[config.mk]
export PLATFORM = sky130hd
export DESIGN_NAME = ebt_timer
export DESIGN_NICKNAME = d
export VERILOG_FILES = /design/src/logic/ebt_pkg.sv /design/src/logic/ebt_timer.sv
export VERILOG_INCLUDE_DIRS = /design/src /design/src/logic
export SDC_FILE = /design/constraint.sdc
export NUM_CORES = 1
export LEC_CHECK = 0
export BUFFER_PORTS_ARGS = -buffer_cell sky130_fd_sc_hd__buf_2
export CAP_MARGIN = 10
export CORE_UTILIZATION = 50
export DETAILED_ROUTE_END_ITERATION = 8
export GPL_ROUTABILITY_DRIVEN = 1
export MAX_ROUTING_LAYER = met4
export PLACE_DENSITY = 0.76
export SETUP_SLACK_MARGIN = 0.3
export SLEW_MARGIN = 20
export SYNTH_ARGS = -nofsm -noshare
export SYNTH_HDL_FRONTEND = slang
export SYNTH_SLANG_ARGS = --single-unit
[constraint.sdc]
create_clock -name i_ref_clk -period 3.33 [get_ports i_ref_clk]
set_input_delay 0.1665 -clock i_ref_clk [delete_from_list [all_inputs] [get_ports i_ref_clk]]
set_output_delay 0.1665 -clock i_ref_clk [all_outputs]
set_load 0.05 [all_outputs]
[src/logic/ebt_defs.svh]
// Purpose: Offsets, field positions and reset values of the 8-bit timer.
// Assumes: Avalon-MM word addressing, 32-bit data, 8-bit registers.
// Notes: Included by the timer module only; the package does not include it.
`ifndef EBT_DEFS_SVH
`define EBT_DEFS_SVH

`define EBT_ADDR_W 3
`define EBT_OFS_CTRL 3'h0
`define EBT_OFS_COUNT 3'h1
`define EBT_OFS_CMPA 3'h2
`define EBT_OFS_CMPB 3'h3
`define EBT_OFS_MASK 3'h4
`define EBT_OFS_FLAGS 3'h5
`define EBT_OFS_GIE 3'h6
`define EBT_OFS_VECACK 3'h7

`define EBT_CTRL_MODE_BIT 3
`define EBT_CS_MSB 2
`define EBT_BIT_MATCH_B 2
`define EBT_BIT_MATCH_A 1
`define EBT_BIT_WRAP 0

`define EBT_RST_BYTE 8'h00
`define EBT_TOP_FREE 8'hff
`define EBT_PS_W 10
`define EBT_UNMAPPED_DATA 32'h0000_0000

`endif

[src/logic/ebt_pkg.sv]
// Purpose: Types shared by the 8-bit timer.
// Assumes: Values are literals here; ebt_defs.svh is not included.
// Notes: Nothing here is imported; users write ebt_pkg::name.
package ebt_pkg;
    typedef enum logic [2:0] {
        EBT_CS_STOP = 3'h0,
        EBT_CS_DIV1 = 3'h1,
        EBT_CS_DIV8 = 3'h2,
        EBT_CS_DIV64 = 3'h3,
        EBT_CS_DIV256 = 3'h4,
        EBT_CS_DIV1024 = 3'h5,
        EBT_CS_PIN_FALL = 3'h6,
        EBT_CS_PIN_RISE = 3'h7
    } ebt_clk_sel_t;

    typedef struct packed {
        logic match_b;
        logic match_a;
        logic wrap;
    } ebt_irq_bits_t;

    typedef struct packed {
        logic read;
        logic write;
        logic [2:0] address;
        logic [31:0] writedata;
    } ebt_bus_req_t;
endpackage

[src/logic/ebt_timer.sv]
// Purpose: 8-bit timer/counter with two compares and three irq flags.
// Assumes: One 200 MHz clock; Avalon-MM slave, one word per register.
// Notes: Selected timer clock acts as a count enable on i_ref_clk.
// Overview of operation
// - Control bits 7:4 read zero, ignored
// - Mask and flag bits 7:3 read zero
// - Bit 3: free-run or clear on A
// - Wrap flag set on 0xff to zero
// - Clock select: stop, taps, pin edges
// - Pin edges count even when pin outputs
// - Counter readable and writable by software
// - Counter write blocks next timer-clock match
// - Compare A matches raise channel A event
// - Compare B matches raise channel B event
// - Request B when enable, global, flag set
// - Request A when enable, global, flag set
// - Wrap request when enable, global, flag set
// - Flag B set on match, vector/W1C clears
// - Flag A set on match, vector/W1C clears
// - Wrap flag cleared by vector or W1C
// - Counter write beats increment and clear
// - Match flag set one timer clock later
// - Clear mode: zero after matching A
//
// The Avalon-MM slave port and the address map were decided locally.
`include "ebt_defs.svh"

module ebt_timer (
    input wire logic i_ref_clk,
    input wire logic i_arst_n,
    input wire logic [2:0] i_avs_address,
    input wire logic i_avs_read,
    input wire logic i_avs_write,
    input wire logic [31:0] i_avs_writedata,
    input wire logic [3:0] i_avs_byteenable,
    input wire logic i_external_count_pin,
    output logic [31:0] o_avs_readdata,
    output logic o_avs_waitrequest,
    output logic [2:0] o_irq_req
);
    ebt_pkg::ebt_bus_req_t bus;
    logic [3:0] ctrl_reg;
    logic [7:0] count_reg, count_next;
    logic [7:0] cmpa_reg, cmpb_reg;
    ebt_pkg::ebt_irq_bits_t mask_reg, flags_reg, flags_next;
    logic gie_reg;
    logic [`EBT_PS_W-1:0] ps_reg;
    logic pin_meta_reg, pin_sync_reg, pin_prev_reg;
    logic block_reg, block_next;
    logic ack_reg;
    // Waitrequest keeps its own flop so the bus pin sees no gate
    logic wait_reg;
    logic [31:0] rdata_reg;
    logic [2:0] irq_reg;

    assign bus = '{read: i_avs_read, write: i_avs_write,
                   address: i_avs_address, writedata: i_avs_writedata};

    // One wait cycle per access: answer at the edge after ack_reg rises
    wire req = bus.read | bus.write;
    wire take = req & ack_reg;
    wire lane0 = i_avs_byteenable[0];
    wire wr = take & bus.write & lane0;
    wire wr_ctrl = wr & (bus.address == `EBT_OFS_CTRL);
    wire wr_count = wr & (bus.address == `EBT_OFS_COUNT);
    wire wr_cmpa = wr & (bus.address == `EBT_OFS_CMPA);
    wire wr_cmpb = wr & (bus.address == `EBT_OFS_CMPB);
    wire wr_mask = wr & (bus.address == `EBT_OFS_MASK);
    wire wr_flags = wr & (bus.address == `EBT_OFS_FLAGS);
    wire wr_gie = wr & (bus.address == `EBT_OFS_GIE);
    wire wr_vack = wr & (bus.address == `EBT_OFS_VECACK);
    wire [7:0] wbyte = bus.writedata[7:0];

    wire mode_clear = ctrl_reg[`EBT_CTRL_MODE_BIT];
    wire [2:0] clk_sel = ctrl_reg[`EBT_CS_MSB:0];

    // Prescaler taps pulse when the low bits of the free counter wrap
    wire [`EBT_PS_W-1:0] ps_plus = ps_reg + 1'b1;
    wire tap8 = (ps_reg[2:0] == 3'h7);
    wire tap64 = (ps_reg[5:0] == 6'h3f);
    wire tap256 = (ps_reg[7:0] == 8'hff);
    wire tap1024 = (ps_reg == 10'h3ff);

    // Pin is sampled regardless of its direction elsewhere in the chip
    wire pin_rise = pin_sync_reg & ~pin_prev_reg;
    wire pin_fall = ~pin_sync_reg & pin_prev_reg;

    logic tick;
    always_comb
    begin
        case (ebt_pkg::ebt_clk_sel_t'(clk_sel))
            ebt_pkg::EBT_CS_STOP: tick = 1'b0;
            ebt_pkg::EBT_CS_DIV1: tick = 1'b1;
            ebt_pkg::EBT_CS_DIV8: tick = tap8;
            ebt_pkg::EBT_CS_DIV64: tick = tap64;
            ebt_pkg::EBT_CS_DIV256: tick = tap256;
            ebt_pkg::EBT_CS_DIV1024: tick = tap1024;
            ebt_pkg::EBT_CS_PIN_FALL: tick = pin_fall;
            ebt_pkg::EBT_CS_PIN_RISE: tick = pin_rise;
            default: tick = 1'b0;
        endcase
    end

    wire eq_a = (count_reg == cmpa_reg);
    wire eq_b = (count_reg == cmpb_reg);
    // Matches land on the timer clock after equality, unless blocked
    wire hit_a = tick & eq_a & ~block_reg;
    wire hit_b = tick & eq_b & ~block_reg;
    wire clr_on_a = mode_clear & eq_a;
    // A clear from a top of 0xff still passes MAX, so it flags as well
    wire wrap = tick & (count_reg == `EBT_TOP_FREE);

    always_comb
    begin
        count_next = count_reg;
        if (wr_count)
            count_next = wbyte;
        else if (tick & clr_on_a)
            count_next = `EBT_RST_BYTE;
        else if (tick)
            count_next = count_reg + 8'h01;
    end

    // Blocking lasts until the next timer clock, even if stopped
    always_comb
    begin
        block_next = block_reg;
        if (wr_count)
            block_next = 1'b1;
        else if (tick)
            block_next = 1'b0;
    end

    // Set wins over a same-cycle clear; zero writes do nothing
    wire [2:0] w1c = wr_flags ? wbyte[2:0] : 3'h0;
    wire [2:0] vclr = wr_vack ? wbyte[2:0] : 3'h0;
    wire [2:0] hw_set = {hit_b, hit_a, wrap};
    assign flags_next = (flags_reg & ~(w1c | vclr)) | hw_set;

    wire [2:0] pend = flags_reg & mask_reg & {3{gie_reg}};

    logic [31:0] rd_mux;
    always_comb
    begin
        case (bus.address)
            `EBT_OFS_CTRL: rd_mux = {28'h0, ctrl_reg};
            `EBT_OFS_COUNT: rd_mux = {24'h0, count_reg};
            `EBT_OFS_CMPA: rd_mux = {24'h0, cmpa_reg};
            `EBT_OFS_CMPB: rd_mux = {24'h0, cmpb_reg};
            `EBT_OFS_MASK: rd_mux = {29'h0, mask_reg};
            `EBT_OFS_FLAGS: rd_mux = {29'h0, flags_reg};
            `EBT_OFS_GIE: rd_mux = {31'h0, gie_reg};
            default: rd_mux = `EBT_UNMAPPED_DATA;
        endcase
    end

    always_ff @(posedge i_ref_clk or negedge i_arst_n)
    begin
        if (!i_arst_n)
        begin
            ack_reg <= 1'b0;
            wait_reg <= 1'b1;
            rdata_reg <= 32'h0;
        end
        else
        begin
            ack_reg <= req & ~ack_reg;
            wait_reg <= ~(req & ~ack_reg);
            rdata_reg <= rd_mux;
        end
    end

    always_ff @(posedge i_ref_clk or negedge i_arst_n)
    begin
        if (!i_arst_n)
        begin
            ctrl_reg <= 4'h0;
            cmpa_reg <= `EBT_RST_BYTE;
            cmpb_reg <= `EBT_RST_BYTE;
            mask_reg <= 3'h0;
            gie_reg <= 1'b0;
        end
        else
        begin
            if (wr_ctrl)
                ctrl_reg <= wbyte[3:0];
            if (wr_cmpa)
                cmpa_reg <= wbyte;
            if (wr_cmpb)
                cmpb_reg <= wbyte;
            if (wr_mask)
                mask_reg <= wbyte[2:0];
            if (wr_gie)
                gie_reg <= wbyte[0];
        end
    end

    always_ff @(posedge i_ref_clk or negedge i_arst_n)
    begin
        if (!i_arst_n)
        begin
            count_reg <= `EBT_RST_BYTE;
            block_reg <= 1'b0;
            flags_reg <= 3'h0;
            irq_reg <= 3'h0;
            ps_reg <= '0;
            pin_meta_reg <= 1'b0;
            pin_sync_reg <= 1'b0;
            pin_prev_reg <= 1'b0;
        end
        else
        begin
            count_reg <= count_next;
            block_reg <= block_next;
            flags_reg <= flags_next;
            irq_reg <= pend;
            ps_reg <= ps_plus;
            pin_meta_reg <= i_external_count_pin;
            pin_sync_reg <= pin_meta_reg;
            pin_prev_reg <= pin_sync_reg;
        end
    end

    assign o_avs_readdata = rdata_reg;
    assign o_avs_waitrequest = wait_reg;
    assign o_irq_req = irq_reg;

    a_wrap_sets_flag: assert property (@(posedge i_ref_clk)
        disable iff (!i_arst_n)
        (tick && !wr_count && !clr_on_a && count_reg == 8'hff)
        |=> (flags_reg[0] && count_reg == 8'h00))
        else $error("wrap did not set flag or zero counter");

    a_clear_on_a: assert property (@(posedge i_ref_clk)
        disable iff (!i_arst_n)
        (tick && !wr_count && mode_clear && eq_a) |=> count_reg == 8'h00)
        else $error("clear mode did not zero counter");

    a_write_priority: assert property (@(posedge i_ref_clk)
        disable iff (!i_arst_n)
        wr_count |=> count_reg == $past(wbyte))
        else $error("counter write lost");

    a_block_match: assert property (@(posedge i_ref_clk)
        disable iff (!i_arst_n)
        (block_reg && tick && !(wr_flags && wbyte[1]) && !wr_vack
            && !flags_reg[1]) |=> !flags_reg[1])
        else $error("blocked match set flag A");

    a_match_b_flag: assert property (@(posedge i_ref_clk)
        disable iff (!i_arst_n)
        (tick && eq_b && !block_reg) |=> flags_reg[2])
        else $error("match B flag not set");

    a_w1c_clears: assert property (@(posedge i_ref_clk)
        disable iff (!i_arst_n)
        (wr_flags && wbyte[1] && !hit_a) |=> !flags_reg[1])
        else $error("flag A not cleared by one");

    a_zero_keeps: assert property (@(posedge i_ref_clk)
        disable iff (!i_arst_n)
        (wr_flags && !wbyte[0] && flags_reg[0]) |=> flags_reg[0])
        else $error("zero write cleared wrap flag");

    a_irq_gate: assert property (@(posedge i_ref_clk)
        disable iff (!i_arst_n)
        o_irq_req[0] == $past(flags_reg[0] & mask_reg[0] & gie_reg))
        else $error("wrap request mismatch");

    a_stop_holds: assert property (@(posedge i_ref_clk)
        disable iff (!i_arst_n)
        (clk_sel == 3'h0 && !wr_count) |=> $stable(count_reg))
        else $error("stopped counter moved");

    a_rsvd_zero: assert property (@(posedge i_ref_clk)
        disable iff (!i_arst_n)
        (take && bus.read && bus.address == 3'h5)
        |-> o_avs_readdata[31:3] == 29'h0)
        else $error("reserved flag bits nonzero");

    a_top_wrap_flag: assert property (@(posedge i_ref_clk)
        disable iff (!i_arst_n)
        (tick && count_reg == 8'hff) |=> flags_reg[0])
        else $error("leaving 0xff did not set wrap flag");

    a_match_a_flag: assert property (@(posedge i_ref_clk)
        disable iff (!i_arst_n)
        (tick && eq_a && !block_reg) |=> flags_reg[1])
        else $error("match A flag not set");

    a_block_match_b: assert property (@(posedge i_ref_clk)
        disable iff (!i_arst_n)
        (block_reg && tick && !flags_reg[2]) |=> !flags_reg[2])
        else $error("blocked match set flag B");

    a_w1c_wrap: assert property (@(posedge i_ref_clk)
        disable iff (!i_arst_n)
        (wr_flags && wbyte[0] && !wrap) |=> !flags_reg[0])
        else $error("wrap flag not cleared by one");

    a_vector_wrap: assert property (@(posedge i_ref_clk)
        disable iff (!i_arst_n)
        (wr_vack && wbyte[0] && !wrap) |=> !flags_reg[0])
        else $error("wrap flag not cleared by vector");

    a_w1c_match_b: assert property (@(posedge i_ref_clk)
        disable iff (!i_arst_n)
        (wr_flags && wbyte[2] && !hit_b) |=> !flags_reg[2])
        else $error("flag B not cleared by one");

    a_irq_a_gate: assert property (@(posedge i_ref_clk)
        disable iff (!i_arst_n)
        o_irq_req[1] == $past(flags_reg[1] & mask_reg[1] & gie_reg))
        else $error("match A request mismatch");

    a_irq_b_gate: assert property (@(posedge i_ref_clk)
        disable iff (!i_arst_n)
        o_irq_req[2] == $past(flags_reg[2] & mask_reg[2] & gie_reg))
        else $error("match B request mismatch");

    a_gie_blocks_irq: assert property (@(posedge i_ref_clk)
        disable iff (!i_arst_n)
        !gie_reg |=> o_irq_req == 3'h0)
        else $error("request raised with global enable off");

    a_rsvd_ctrl: assert property (@(posedge i_ref_clk)
        disable iff (!i_arst_n)
        (take && bus.read && bus.address == 3'h0)
        |-> o_avs_readdata[31:4] == 28'h0)
        else $error("reserved control bits nonzero");

    a_rsvd_mask: assert property (@(posedge i_ref_clk)
        disable iff (!i_arst_n)
        (take && bus.read && bus.address == 3'h4)
        |-> o_avs_readdata[31:3] == 29'h0)
        else $error("reserved mask bits nonzero");

    a_pin_rise_step: assert property (@(posedge i_ref_clk)
        disable iff (!i_arst_n)
        (clk_sel == 3'h7 && pin_rise && !wr_count && !clr_on_a)
        |=> count_reg == $past(count_reg) + 8'h01)
        else $error("rising pin edge did not count");

    a_pin_fall_step: assert property (@(posedge i_ref_clk)
        disable iff (!i_arst_n)
        (clk_sel == 3'h6 && pin_fall && !wr_count && !clr_on_a)
        |=> count_reg == $past(count_reg) + 8'h01)
        else $error("falling pin edge did not count");

    a_cmpb_write: assert property (@(posedge i_ref_clk)
        disable iff (!i_arst_n)
        wr_cmpb |=> cmpb_reg == $past(wbyte))
        else $error("compare B write lost");

    a_wait_one: assert property (@(posedge i_ref_clk)
        disable iff (!i_arst_n)
        (req && o_avs_waitrequest) |=> !o_avs_waitrequest)
        else $error("access not answered after one wait cycle");

    a_wait_stands: assert property (@(posedge i_ref_clk)
        disable iff (!i_arst_n)
        !o_avs_waitrequest |=> o_avs_waitrequest)
        else $error("waitrequest low for more than one cycle");
endmodule

## Word-level counts from Yosys, hierarchy flattened

Cells that the tools add are included.

- Bits in registers: 86
- Input bits: 44
- Output and inout bits: 36
- Word-level logic and storage cells: 89

- Add/sub/neg operators: 2
- Eq/ne operators: 21
- Mux-type cells: 9
- Bitwise logic cells: 33
- Reduce and logical (&&, ||, !) cells: 4

Operators with widths:

| kind | count |
|---|---|
| $pmux W8 S7 | 1 |
| $eq A3 B3 Y1 const B | 9 |
| $mux W8 | 3 |
| $and A1 B1 Y1 | 21 |
| $eq A8 B8 Y1 | 2 |
| $eq A8 B8 Y1 const B | 2 |
| $eq A3 B2 Y1 const B | 4 |
| $add A10 B1 Y10 const B | 1 |
| $eq A10 B10 Y1 const B | 1 |
| $and A3 B3 Y3 | 3 |
| $add A8 B1 Y8 const B | 1 |
| $pmux W1 S8 | 1 |
| $eq A3 B1 Y1 const B | 2 |
| $eq A6 B6 Y1 const B | 1 |
| $logic_not A3 Y1 | 2 |
| $mux W3 | 2 |
| $or A3 B3 Y3 | 2 |
| $not A1 Y1 | 5 |
| $not A3 Y3 | 1 |
| $reduce_bool A3 Y1 | 1 |
| $mux W1 | 2 |
| $reduce_bool A2 Y1 | 1 |
| $or A1 B1 Y1 | 1 |

## Logic depth before layout (Yosys ltp)

Gate-level depths: netlist (run 1).

- Depth in word-level cells: 10
- Mapped depth: 10

## Worst setup path after synthesis (run 1)

No wires, ideal clock.

- Path type: register to register
- Start: register ps_reg[0]
- End: register count_reg[1]
- Setup time: 0.126 ns
- Arrival time: 1.902 ns
- Data required time: 3.204 ns
- Path slack: 1.302 ns
- Cell stages (with the launch flop): 11
- Buffers on the path: 2
- Period minus slack after synthesis: 2.028 ns
- Path through: dfrtp_1 > ha_1 > ha_1 > nand2_1 > nor2_1 > a21oi_1 > o21a_1 > buf_2 > clkbuf_1 > nor2_1 > a221o_1

- Word-level cells in the longest chain between the ends: 5

RTL lines:

| element | RTL line | RTL |
|---|---|---|
| start: declaration | ebt_timer.sv:47 | `` logic [`EBT_PS_W-1:0] ps_reg; `` |
| start signal: assignment | ebt_timer.sv:217 | `ps_reg <= ps_plus;` |
| $eq A10 B10 Y1, or another cell as far along | ebt_timer.sv:82 | `wire tap1024 = (ps_reg == 10'h3ff);` |
| $pmux W1 S8 * | ebt_timer.sv:91 | `case (ebt_pkg::ebt_clk_sel_t'(clk_sel))` |
| $and A1 B1 Y1 | ebt_timer.sv:118 | `else if (tick & clr_on_a)` |
| $mux W8 | ebt_timer.sv:118 |  |
| $mux W8 | ebt_timer.sv:116 | `if (wr_count)` |
| end signal: assignment | ebt_timer.sv:202 | `` count_reg <= `EBT_RST_BYTE; `` |
| end signal: assignment | ebt_timer.sv:213 | `count_reg <= count_next;` |
| end: declaration | ebt_timer.sv:43 | `logic [7:0] count_reg, count_next;` |

Every way passes the cells marked *; elsewhere a longest branch is shown, timed or not.
A chain may end at the register's enable or synchronous reset.

## Worst setup path after layout (run 1)

Ends and elaborated chain as after synthesis.

==> results.sh, run 1 <==
export IMPL_slew_headroom_pct=36.6
export IMPL_netlist_instances=278
export IMPL_slowest_stage="o21a_1"
export IMPL_drc=0
export IMPL_cp_start_kind="register"
export IMPL_required_ps=3560
export IMPL_slew_violations=0
export IMPL_wl_um=6220
export IMPL_power_density_nw_per_um2=663
export IMPL_syn_area_per_cell_um2=11.5
export IMPL_vias=2134
export IMPL_fin_hold_ws_ps=-29.1
export IMPL_ys_warn_count=0
export IMPL_dp_hpwl_um=4390
export IMPL_clock_skew_ps=7.80
export IMPL_period_share_pct=66.2
export IMPL_cp_arrival_ps=2430
export IMPL_antenna_found_initial=0
export IMPL_regArea_um2=1550
export IMPL_cp_buffers_inverters=0
export IMPL_initialDrtViolationCount=154
export IMPL_hold_path_class="input port to async pin"
export IMPL_leakagePower_nw=1.65
export IMPL_max_stage_delay_ps=590
export IMPL_synth_seq_cells=62
export IMPL_multiInputGateArea_um2=1440
export IMPL_grt_pass1_vias=2019
export IMPL_die_x_um=81.9
export IMPL_largest_reg_flops=10
export IMPL_fillCellCount=514
export IMPL_pre_cts_ws_ps=1050
export IMPL_synthesis_area_um2=3190
export IMPL_ctsRootBufferMaster="clkbuf_8"
export IMPL_setup_viol=0
export IMPL_areaGrowthSynthToFinish_pct=8.39
export IMPL_viasPerCell=5.56
export IMPL_worstSetupPathType="register to register"
export IMPL_port_buffers=28
export IMPL_ioPinCount=80
export IMPL_clock_latency_ps=340
export IMPL_cts_buffers=9
export IMPL_drive_gt1_share_pct=27.2
export IMPL_wire_per_inst_um=16.2
export IMPL_max_freq_mhz=454
export IMPL_worstMarginPinSlew_ps=951
export IMPL_n_antenna_cell=0
export IMPL_cts_sinks=62
export IMPL_rsz0062_at_grt="no"
export IMPL_seq_area_frac_synth_pct=48.7
export IMPL_grt_max_degree=44
export IMPL_cts_tree="done"
export IMPL_synth_cell_types=45
export IMPL_reg2reg_depth=8
export IMPL_clkSlewWorstSetupHoldPaths_ps=70
export IMPL_start_util_pct=52.9
export IMPL_synth_edf_count=0
export IMPL_async_reset_ff_share_pct=100
export IMPL_rows=28
export IMPL_clockBufferDepth=2
export IMPL_timing_rr_end="count_reg[1]"
export IMPL_r2r_slack_ps=1130
export IMPL_dieHeight_um=81.9
export IMPL_fin_setup_tns_ps=0
export IMPL_cp_max_fo=19
export IMPL_ys_flop_type="dfrtp_1"
export IMPL_core_area_um2=6030
export IMPL_critPathCaptureType="register"
export IMPL_peakVddDrop_mv=0.360
export IMPL_grt_total_usage_pct=21.7
export IMPL_r2r_start="ps_reg[0]"
export IMPL_cp_top_family="compound AO/OA/AOI/OAI gates"
export IMPL_gp_congestion=0.827
export IMPL_post_cts_buffers=0
export IMPL_ant_nets=0
export IMPL_overflow=0
export IMPL_path_cells="ha_1 > ha_1 > nand2_1 > nor2_1 > a21oi_1 > o21a_1 > nor2_1 > a221o_1"
export IMPL_nets=351
export IMPL_grt_pass1_wl_um=10200
export IMPL_htree_levels=3
export IMPL_min_period_ps=2200
export IMPL_setup_slack_ps=1130
export IMPL_violations="negative hold slack"
export IMPL_die_area_um2=6700
export IMPL_cap_violations=0
export IMPL_run_status="finished, violations left"
export IMPL_total_power_mw=2.29
export IMPL_first_pass_iters=5
export IMPL_hold_viol_final=41
==> where the power goes <==
group | total (mW) | internal (mW) | switching [mW]
registers | 1.05 | 0.887 | 0.166
logic | 0.576 | 0.239 | 0.336
clock network | 0.663 | 0.383 | 0.280
==> area by class of cell <==
type | instances | share of cell area (%)
tap | 75 | 2.71
clock inverter | 4 | 1.30
clock buffer | 12 | 4.49
timing repair buffer | 30 | 4.56
multi-input combinational | 196 | 41.5
inverter | 5 | 0.543
sequential | 62 | 44.9
==> worst reg2reg max path, cell delays in order (launching register included) <==
cell and delay (ps):
dfrtp_1 400, ha_1 250, ha_1 190, nand2_1 60
nor2_1 40, a21oi_1 120, o21a_1 590, nor2_1 130
a221o_1 320
==> cells in the final DEF, fill, tap and decap left out, types with 8 or more instances in the layout <==
cell type / Yosys / final
dfrtp_1: 61 / 61
clkbuf_8: 0 / 11
conb_1: 1 / 24
and3_1: 9 / 9
buf_2: 2 / 28
mux2_2: 28 / 28
nand2_1: 15 / 15
nand3_1: 8 / 8
xor2_1: 20 / 20
nor2_1: 24 / 24
==> cell usage after synthesis, types with 4 or more instances <==
cell	n	area [um2]
dfrtp_1	61	1530
mux2_2	28	315
buf_4	25	188
nor2_1	24	90.1
xor2_1	20	175
nand2_1	15	56.3
and3_1	9	56.3
nand3_1	8	40.0
a221o_1	5	50.1
clkbuf_1	5	18.8
inv_1	5	18.8
a21oi_1	4	20.0
a22oi_1	4	30.0
buf_6	4	45.0
mux4_2	4	90.1
o2bb2ai_1	4	35.0
==> per-layer routing <==
metal,up-vias,share of wire [%],track usage (%)
met5,-,0,-
met4,0,2.1,9.65
met3,11,5.5,5.67
met2,63,49,31.7
met1,1068,44,28.4
li1,992,-,-
==> per-stage QoR <==
stage / std cells / utilization, % / instance area, um2
floorplan: 301 / - / 3280
global placement: 367 / 53.9 / 3250
detailed placement: 367 / 53.9 / 3250
CTS: 384 / 57.4 / 3460
global route: 384 / 57.4 / 3460
finish: 384 / 57.4 / 3460
==> worst max path at each step <==
stage	from	end	cells past startpoint	slack (ps)
finish	ps_reg[0]	count_reg[1]	8	1130
global route	ps_reg[0]	count_reg[7]	8	950
CTS	ps_reg[0]	count_reg[1]	8	1130
detailed placement	i_avs_address[0]	count_reg[2]	6	1050
global placement	i_avs_address[0]	count_reg[5]	6	1160
floorplan	ps_reg[0]	count_reg[1]	10	1300
==> kinds of logic after synthesis <==
kind of cell / synth area share (%)
flip-flops: 48.7
AO/OA/AOI/OAI: 7.92
adder cells (fa/ha/maj): 1.18
XOR/XNOR: 6.31
buffers and inverters: 9.06
AND/OR/NAND/NOR: 13.1
multiplexers: 13.6
other: 0.118
==> timing repair <==
action,in CTS,in global routing
resized for setup,0,0
hold buffers,1,0
hold endpoints to repair,1,0
Note: power is estimated with default switching activity, not from simulation.
==> inputs of run 2 (changes only) <==
==> constraint.sdc (replaced) <==
create_clock -name i_ref_clk -period 2.15 [get_ports i_ref_clk]
set_input_delay 0.1075 -clock i_ref_clk [delete_from_list [all_inputs] [get_ports i_ref_clk]]
set_output_delay 0.1075 -clock i_ref_clk [all_outputs]
set_load 0.05 [all_outputs]
==> results.sh, run 2 (synthesis gave the netlist of run 1 again) <==
export IMPL_ioPinCount=80
export IMPL_cts_buffers=9
export IMPL_final_cell_mix="dfrtp_1 (61), mux2_2 (28), buf_2 (28)"
export IMPL_die_x_um=81.9
export IMPL_leakagePower_nw=1.80
export IMPL_drc=0
export IMPL_reg2reg_depth=9
export IMPL_clkSlewWorstSetupHoldPaths_ps=70
export IMPL_clock_skew_ps=4.61
export IMPL_ant_nets=0
export IMPL_hold_viol_final=0
export IMPL_nets=380
export IMPL_grt_max_degree=39
export IMPL_worstMarginPinSlew_ps=564
export IMPL_port_buffers=28
export IMPL_dpl_cell_area_um2=3420
export IMPL_wire_per_inst_um=15.8
export IMPL_required_ps=2410
export IMPL_critPathCaptureType="register"
export IMPL_start_util_pct=52.9
export IMPL_rsz0062_at_grt="yes"
export IMPL_first_pass_iters=4
export IMPL_grt_total_usage_pct=22.3
export IMPL_grt_pass1_wl_um=10500
export IMPL_hold_path_class="input port to register"
export IMPL_cap_violations=0
export IMPL_ctsRootBufferMaster="clkbuf_8"
export IMPL_overflow=0
export IMPL_final_cell_area_um2=3750
export IMPL_period_share_pct=87.1
export IMPL_areaGrowthSynthToFinish_pct=17.6
export IMPL_run_status="complete, no violations"
export IMPL_min_period_ps=1870
export IMPL_holdPathStages=2
export IMPL_mostFrequentLayoutCell="dfrtp_1"
export IMPL_rows=28
export IMPL_htree_levels=3
export IMPL_vias=2249
export IMPL_fin_hold_ws_ps=26.9
export IMPL_worstSetupPathType="register to register"
export IMPL_dp_hpwl_um=4470
export IMPL_initialDrtViolationCount=193
export IMPL_slew_headroom_pct=62.4
export IMPL_cp_start_kind="register"
export IMPL_viasPerCell=5.45
export IMPL_clock_latency_ps=340
export IMPL_largest_reg_flops=10
export IMPL_grt_pass1_vias=2089
export IMPL_peakVddDrop_mv=0.578
export IMPL_drive_gt1_share_pct=35.8
export IMPL_gp_congestion=0.857
export IMPL_n_antenna_cell=0
export IMPL_fillCellCount=470
export IMPL_slew_violations=0
export IMPL_final_util_pct=62.3
export IMPL_setup_viol=0
export IMPL_cp_arrival_ps=2140
export IMPL_cts_sinks=62
export IMPL_dieHeight_um=81.9
export IMPL_cts_tree="done"
export IMPL_fin_setup_tns_ps=0
export IMPL_antenna_found_initial=0
export IMPL_cp_max_fo=16
export IMPL_max_freq_mhz=534
export IMPL_die_area_um2=6700
export IMPL_wl_um=6520
export IMPL_power_density_nw_per_um2=997
export IMPL_clockBufferDepth=2
export IMPL_core_area_um2=6030
==> run 2: path summary, 6_finish.rpt <==
path / startpoint / end / slack, ps
worst max-delay path: ps_reg[0] / count_reg[3] / 280
worst min-delay path: i_avs_writedata[7] / count_reg[7] / 30
worst max register to register: ps_reg[0] / count_reg[3] / 280
worst min register to register: pin_meta_reg / pin_sync_reg / 350
max in group asynchronous: i_arst_n / cmpa_reg[7] / 1270
min in group asynchronous: i_arst_n / pin_meta_reg / 290
==> run 2: area by class of cell <==
type                    count  area, um2  share of cell area [%]
multi-input cells         196       1500                    39.9
well taps                  75       93.8                    2.50
inverters                   5       18.8                   0.500
flip-flops and latches     62       1550                    41.4
repair buffers             59        403                    10.7
clock inverters             3       17.5                   0.467
clock buffers              13        169                    4.50
==> run 2: what timing repair did <==
action                                  in CTS  in global routing
hold buffers                                 2                  0
endpoints found under the setup margin       7                 10
endpoints found under the hold margin       24                  0
pin swaps                                    8                  3
gates resized for setup                      3                  5
buffers inserted                            10                  1
==> run 2: routing by layer <==
metal / track usage (%) / vias to the layer above / wire length (um) / share of wire [%]
li1: - / 1050 / - / -
met2: 32.6 / 77 / 3060 / 47
met1: 29.5 / 1110 / 2970 / 46
met3: 5.33 / 12 / 338 / 5.2
met5: - / - / 0 / 0
met4: 9.65 / 0 / 146 / 2.2
==> run 2: stage by stage <==
step                total power [mW]  worst slack [ps]  instances
floorplan                       2.41               260        301
global placement                2.64               248        384
detailed placement              2.67               193        384
CTS                             3.70               270        412
global route                    3.94               183        413
finish                          3.74               277        413
==> run 2: power by group <==
part           internal, mW  switching, mW
logic                 0.556          0.705
registers              1.37          0.158
clock network         0.509          0.438
total                  2.44           1.30
==> run 2: critical path, stage by stage (launching register included) <==
cell and delay [ps]:
dfrtp_1 400, ha_4 170, ha_1 130, nand2_1 50
nor2_1 90, a21oi_1 50, o21a_1 220, buf_12 150
o41a_1 410, a21oi_2 140
==> inputs of run 3 (changes only) <==
--- a/config.mk
+++ b/config.mk
@@ -6,13 +6,15 @@
 export SDC_FILE = /design/constraint.sdc
 export NUM_CORES = 1
 export LEC_CHECK = 0
+export ABC_AREA = 1
 export BUFFER_PORTS_ARGS = -buffer_cell sky130_fd_sc_hd__buf_2
 export CAP_MARGIN = 10
 export CORE_UTILIZATION = 50
 export DETAILED_ROUTE_END_ITERATION = 8
-export GPL_ROUTABILITY_DRIVEN = 1
+export GPL_ROUTABILITY_DRIVEN = 0
+export GPL_TIMING_DRIVEN = 0
 export MAX_ROUTING_LAYER = met4
-export PLACE_DENSITY = 0.76
+export PLACE_DENSITY = 0.75
 export SETUP_SLACK_MARGIN = 0.3
 export SLEW_MARGIN = 20
 export SYNTH_ARGS = -nofsm -noshare
==> results.sh, run 3 <==
export IMPL_run_status="complete, no violations"
export IMPL_cp_arrival_ps=1970
export IMPL_cp_start_kind="register"
export IMPL_post_cts_buffers=0
export IMPL_setup_slack_ps=462
export IMPL_largest_reg_flops=10
export IMPL_wl_um=7160
export IMPL_dieHeight_um=83.5
export IMPL_slew_violations=0
export IMPL_die_area_um2=6960
export IMPL_holdCritStartpoint="i_avs_read"
export IMPL_drive_gt1_share_pct=23.1
export IMPL_fin_cells=532
export IMPL_drc=0
export IMPL_start_util_pct=51.9
export IMPL_hold_path_class="input port to register"
export IMPL_netlist_top_cells_count="nand2_1 (98), dfrtp_1 (61), inv_1 (45), buf_4 (24), nand4_1 (19)"
export IMPL_core_area_um2=6390
export IMPL_syn_area_per_cell_um2=8.59
export IMPL_fillCellCount=524
export IMPL_clkSlewWorstSetupHoldPaths_ps=70
export IMPL_worstSetupPathType="register to register"
export IMPL_n_antenna_cell=0
export IMPL_min_period_ps=1690
export IMPL_clock_latency_ps=340
export IMPL_clockBufferDepth=2
export IMPL_netlist_instances=386
export IMPL_grt_max_degree=63
export IMPL_min_to="ack_reg"
export IMPL_initialDrtViolationCount=320
export IMPL_reg2reg_depth=9
export IMPL_holdPathStages=3
export IMPL_nets=497
export IMPL_wire_per_inst_um=13.5
export IMPL_power_density_nw_per_um2=1040
export IMPL_dp_hpwl_um=5250
export IMPL_ioPinCount=80
export IMPL_peakVddDrop_mv=0.743
export IMPL_grt_pass1_wl_um=11900
export IMPL_required_ps=2430
export IMPL_hold_viol_final=0
export IMPL_ant_nets=0
export IMPL_ys_flop_type="dfrtp_1"
export IMPL_ys_warn_count=0
export IMPL_total_power_mw=4.07
export IMPL_rows=29
export IMPL_synth_top_cells_by_area="dfrtp_1 (46%), nand2_1 (11%), buf_4 (5.4%), inv_1 (5.1%), nand4_1 (3.6%)"
export IMPL_yosys_area_top_type="dfrtp_1"
export IMPL_cts_buffers=9
export IMPL_port_buffers=28
export IMPL_grt_total_usage_pct=22.6
export IMPL_mostFrequentLayoutCell="nand2_1"
export IMPL_worstMarginPinSlew_ps=756
export IMPL_period_share_pct=78.5
export IMPL_vias=2716
export IMPL_netlist_area_leader_share_pct=46.0
export IMPL_htree_levels=3
export IMPL_critPathCaptureType="register"
export IMPL_ctsRootBufferMaster="clkbuf_8"
export IMPL_dp_cells=514
export IMPL_cts_sinks=62
export IMPL_timing_rr_end="count_reg[6]"
export IMPL_seq_area_frac_synth_pct=46.8
export IMPL_yosysMostFrequentCell="nand2_1"
export IMPL_clock_skew_ps=12.1
export IMPL_final_cell_mix="nand2_1 (98), dfrtp_1 (61), inv_1 (45)"
export IMPL_die_x_um=83.5
export IMPL_pre_cts_ws_ps=493
export IMPL_areaGrowthSynthToFinish_pct=17.7
export IMPL_r2r_start="ps_reg[0]"
export IMPL_cts_tree="done"
export IMPL_cap_violations=0
export IMPL_leakagePower_nw=2.06
export IMPL_grt_pass1_vias=2440
export IMPL_cp_max_fo=10
export IMPL_overflow=0
export IMPL_synth_seq_cells=62
export IMPL_fin_setup_tns_ps=0
export IMPL_setup_viol=0
export IMPL_slew_headroom_pct=49.6
export IMPL_viasPerCell=5.11
export IMPL_rsz0062_at_grt="no"
export IMPL_async_reset_ff_share_pct=100
export IMPL_max_freq_mhz=592
export IMPL_synthesis_area_um2=3320
export IMPL_first_pass_iters=7
export IMPL_antenna_found_initial=0
export IMPL_synth_cell_types=33
export IMPL_r2r_slack_ps=460
export IMPL_synth_edf_count=0
[run 3: changes by cell type in the layout (fill, tap and decap cells not counted), sizes merged, moves of 9 or more]
| cell | change |
|---|---|
| o21ai | +29 |
| nor2 | -9 |
| inv | +46 |
| nand2 | +92 |
| nand4 | +16 |
| xor2 | -13 |
| and3 | -9 |
| mux2 | -28 |
| xnor2 | +9 |
[run 3: cells by family (layout without fill, tap and decap cells)]
logic type                 count (synthesis)  in the layout  share of synthesized area [%]
AOI/OAI and AO/OA                         53             53                           10.0
DFF                                       62             62                           46.8
other                                      1             24                          0.113
adders and majority gates                  3              3                           1.13
and+or+nand+nor                          164            164                           23.6
buffers and inverters                     84            130                           13.3
xor gates and xnor gates                  19             19                           5.02
[run 3: area by class of cell]
type	count	area [um2]	area share, %
timing repair buffer	30	163	4.17
clock inverter	4	95.1	2.44
tap	77	96.3	2.47
buffer	32	245	6.28
inverter	52	195	5.00
multi-input combinational	263	1410	36.1
sequential	62	1550	39.8
clock buffer	12	145	3.72
[run 3: power breakdown]
part           switching, mW  internal (mW)
Combinational          0.805          0.428
Sequential             0.204           1.39
Clock                  0.440          0.801
Total                   1.45           2.62
[run 3: how the worst max path moves through the flow]
stage / cells after the start / startpoint / endpoint
final: 9 / ps_reg[0] / count_reg[6]
after global routing: 10 / ps_reg[0] / count_reg[6]
after CTS: 9 / ps_reg[0] / count_reg[6]
after detailed placement: 9 / ps_reg[0] / count_reg[6]
after global placement: 9 / ps_reg[0] / count_reg[6]
after floorplan: 9 / ps_reg[0] / count_reg[5]
[run 3: stage by stage]
step	util, %	hold slack [ps]	cell area, um2
floorplan	-	-188	3400
global placement	57.0	219	3640
detailed placement	57.0	217	3640
CTS	61.1	16.3	3900
global route	61.1	43.4	3900
finish	61.1	21.1	3900
[run 3: metal layers]
layer | part of all wire (%) | track usage (%) | vias to the layer above
li1 | - | - | 1326
met1 | 45 | 29.8 | 1227
met2 | 45 | 33.4 | 138
met3 | 7.3 | 5.74 | 25
met4 | 2.7 | 9.40 | 0
met5 | 0 | - | -
[run 3: repair_timing]
item,in CTS,in global routing
endpoints found under the hold margin,62,0
resized for setup,0,0
hold buffers,2,0
[run 3: critical path: stages (launching register included)]
cell and delay [ps]:
dfrtp_1 380, ha_1 200, ha_1 160, nand2_1 50
a21oi_1 230, nand2_4 150, nand2_4 110, buf_6 130
nand4_1 120, nand2_1 90
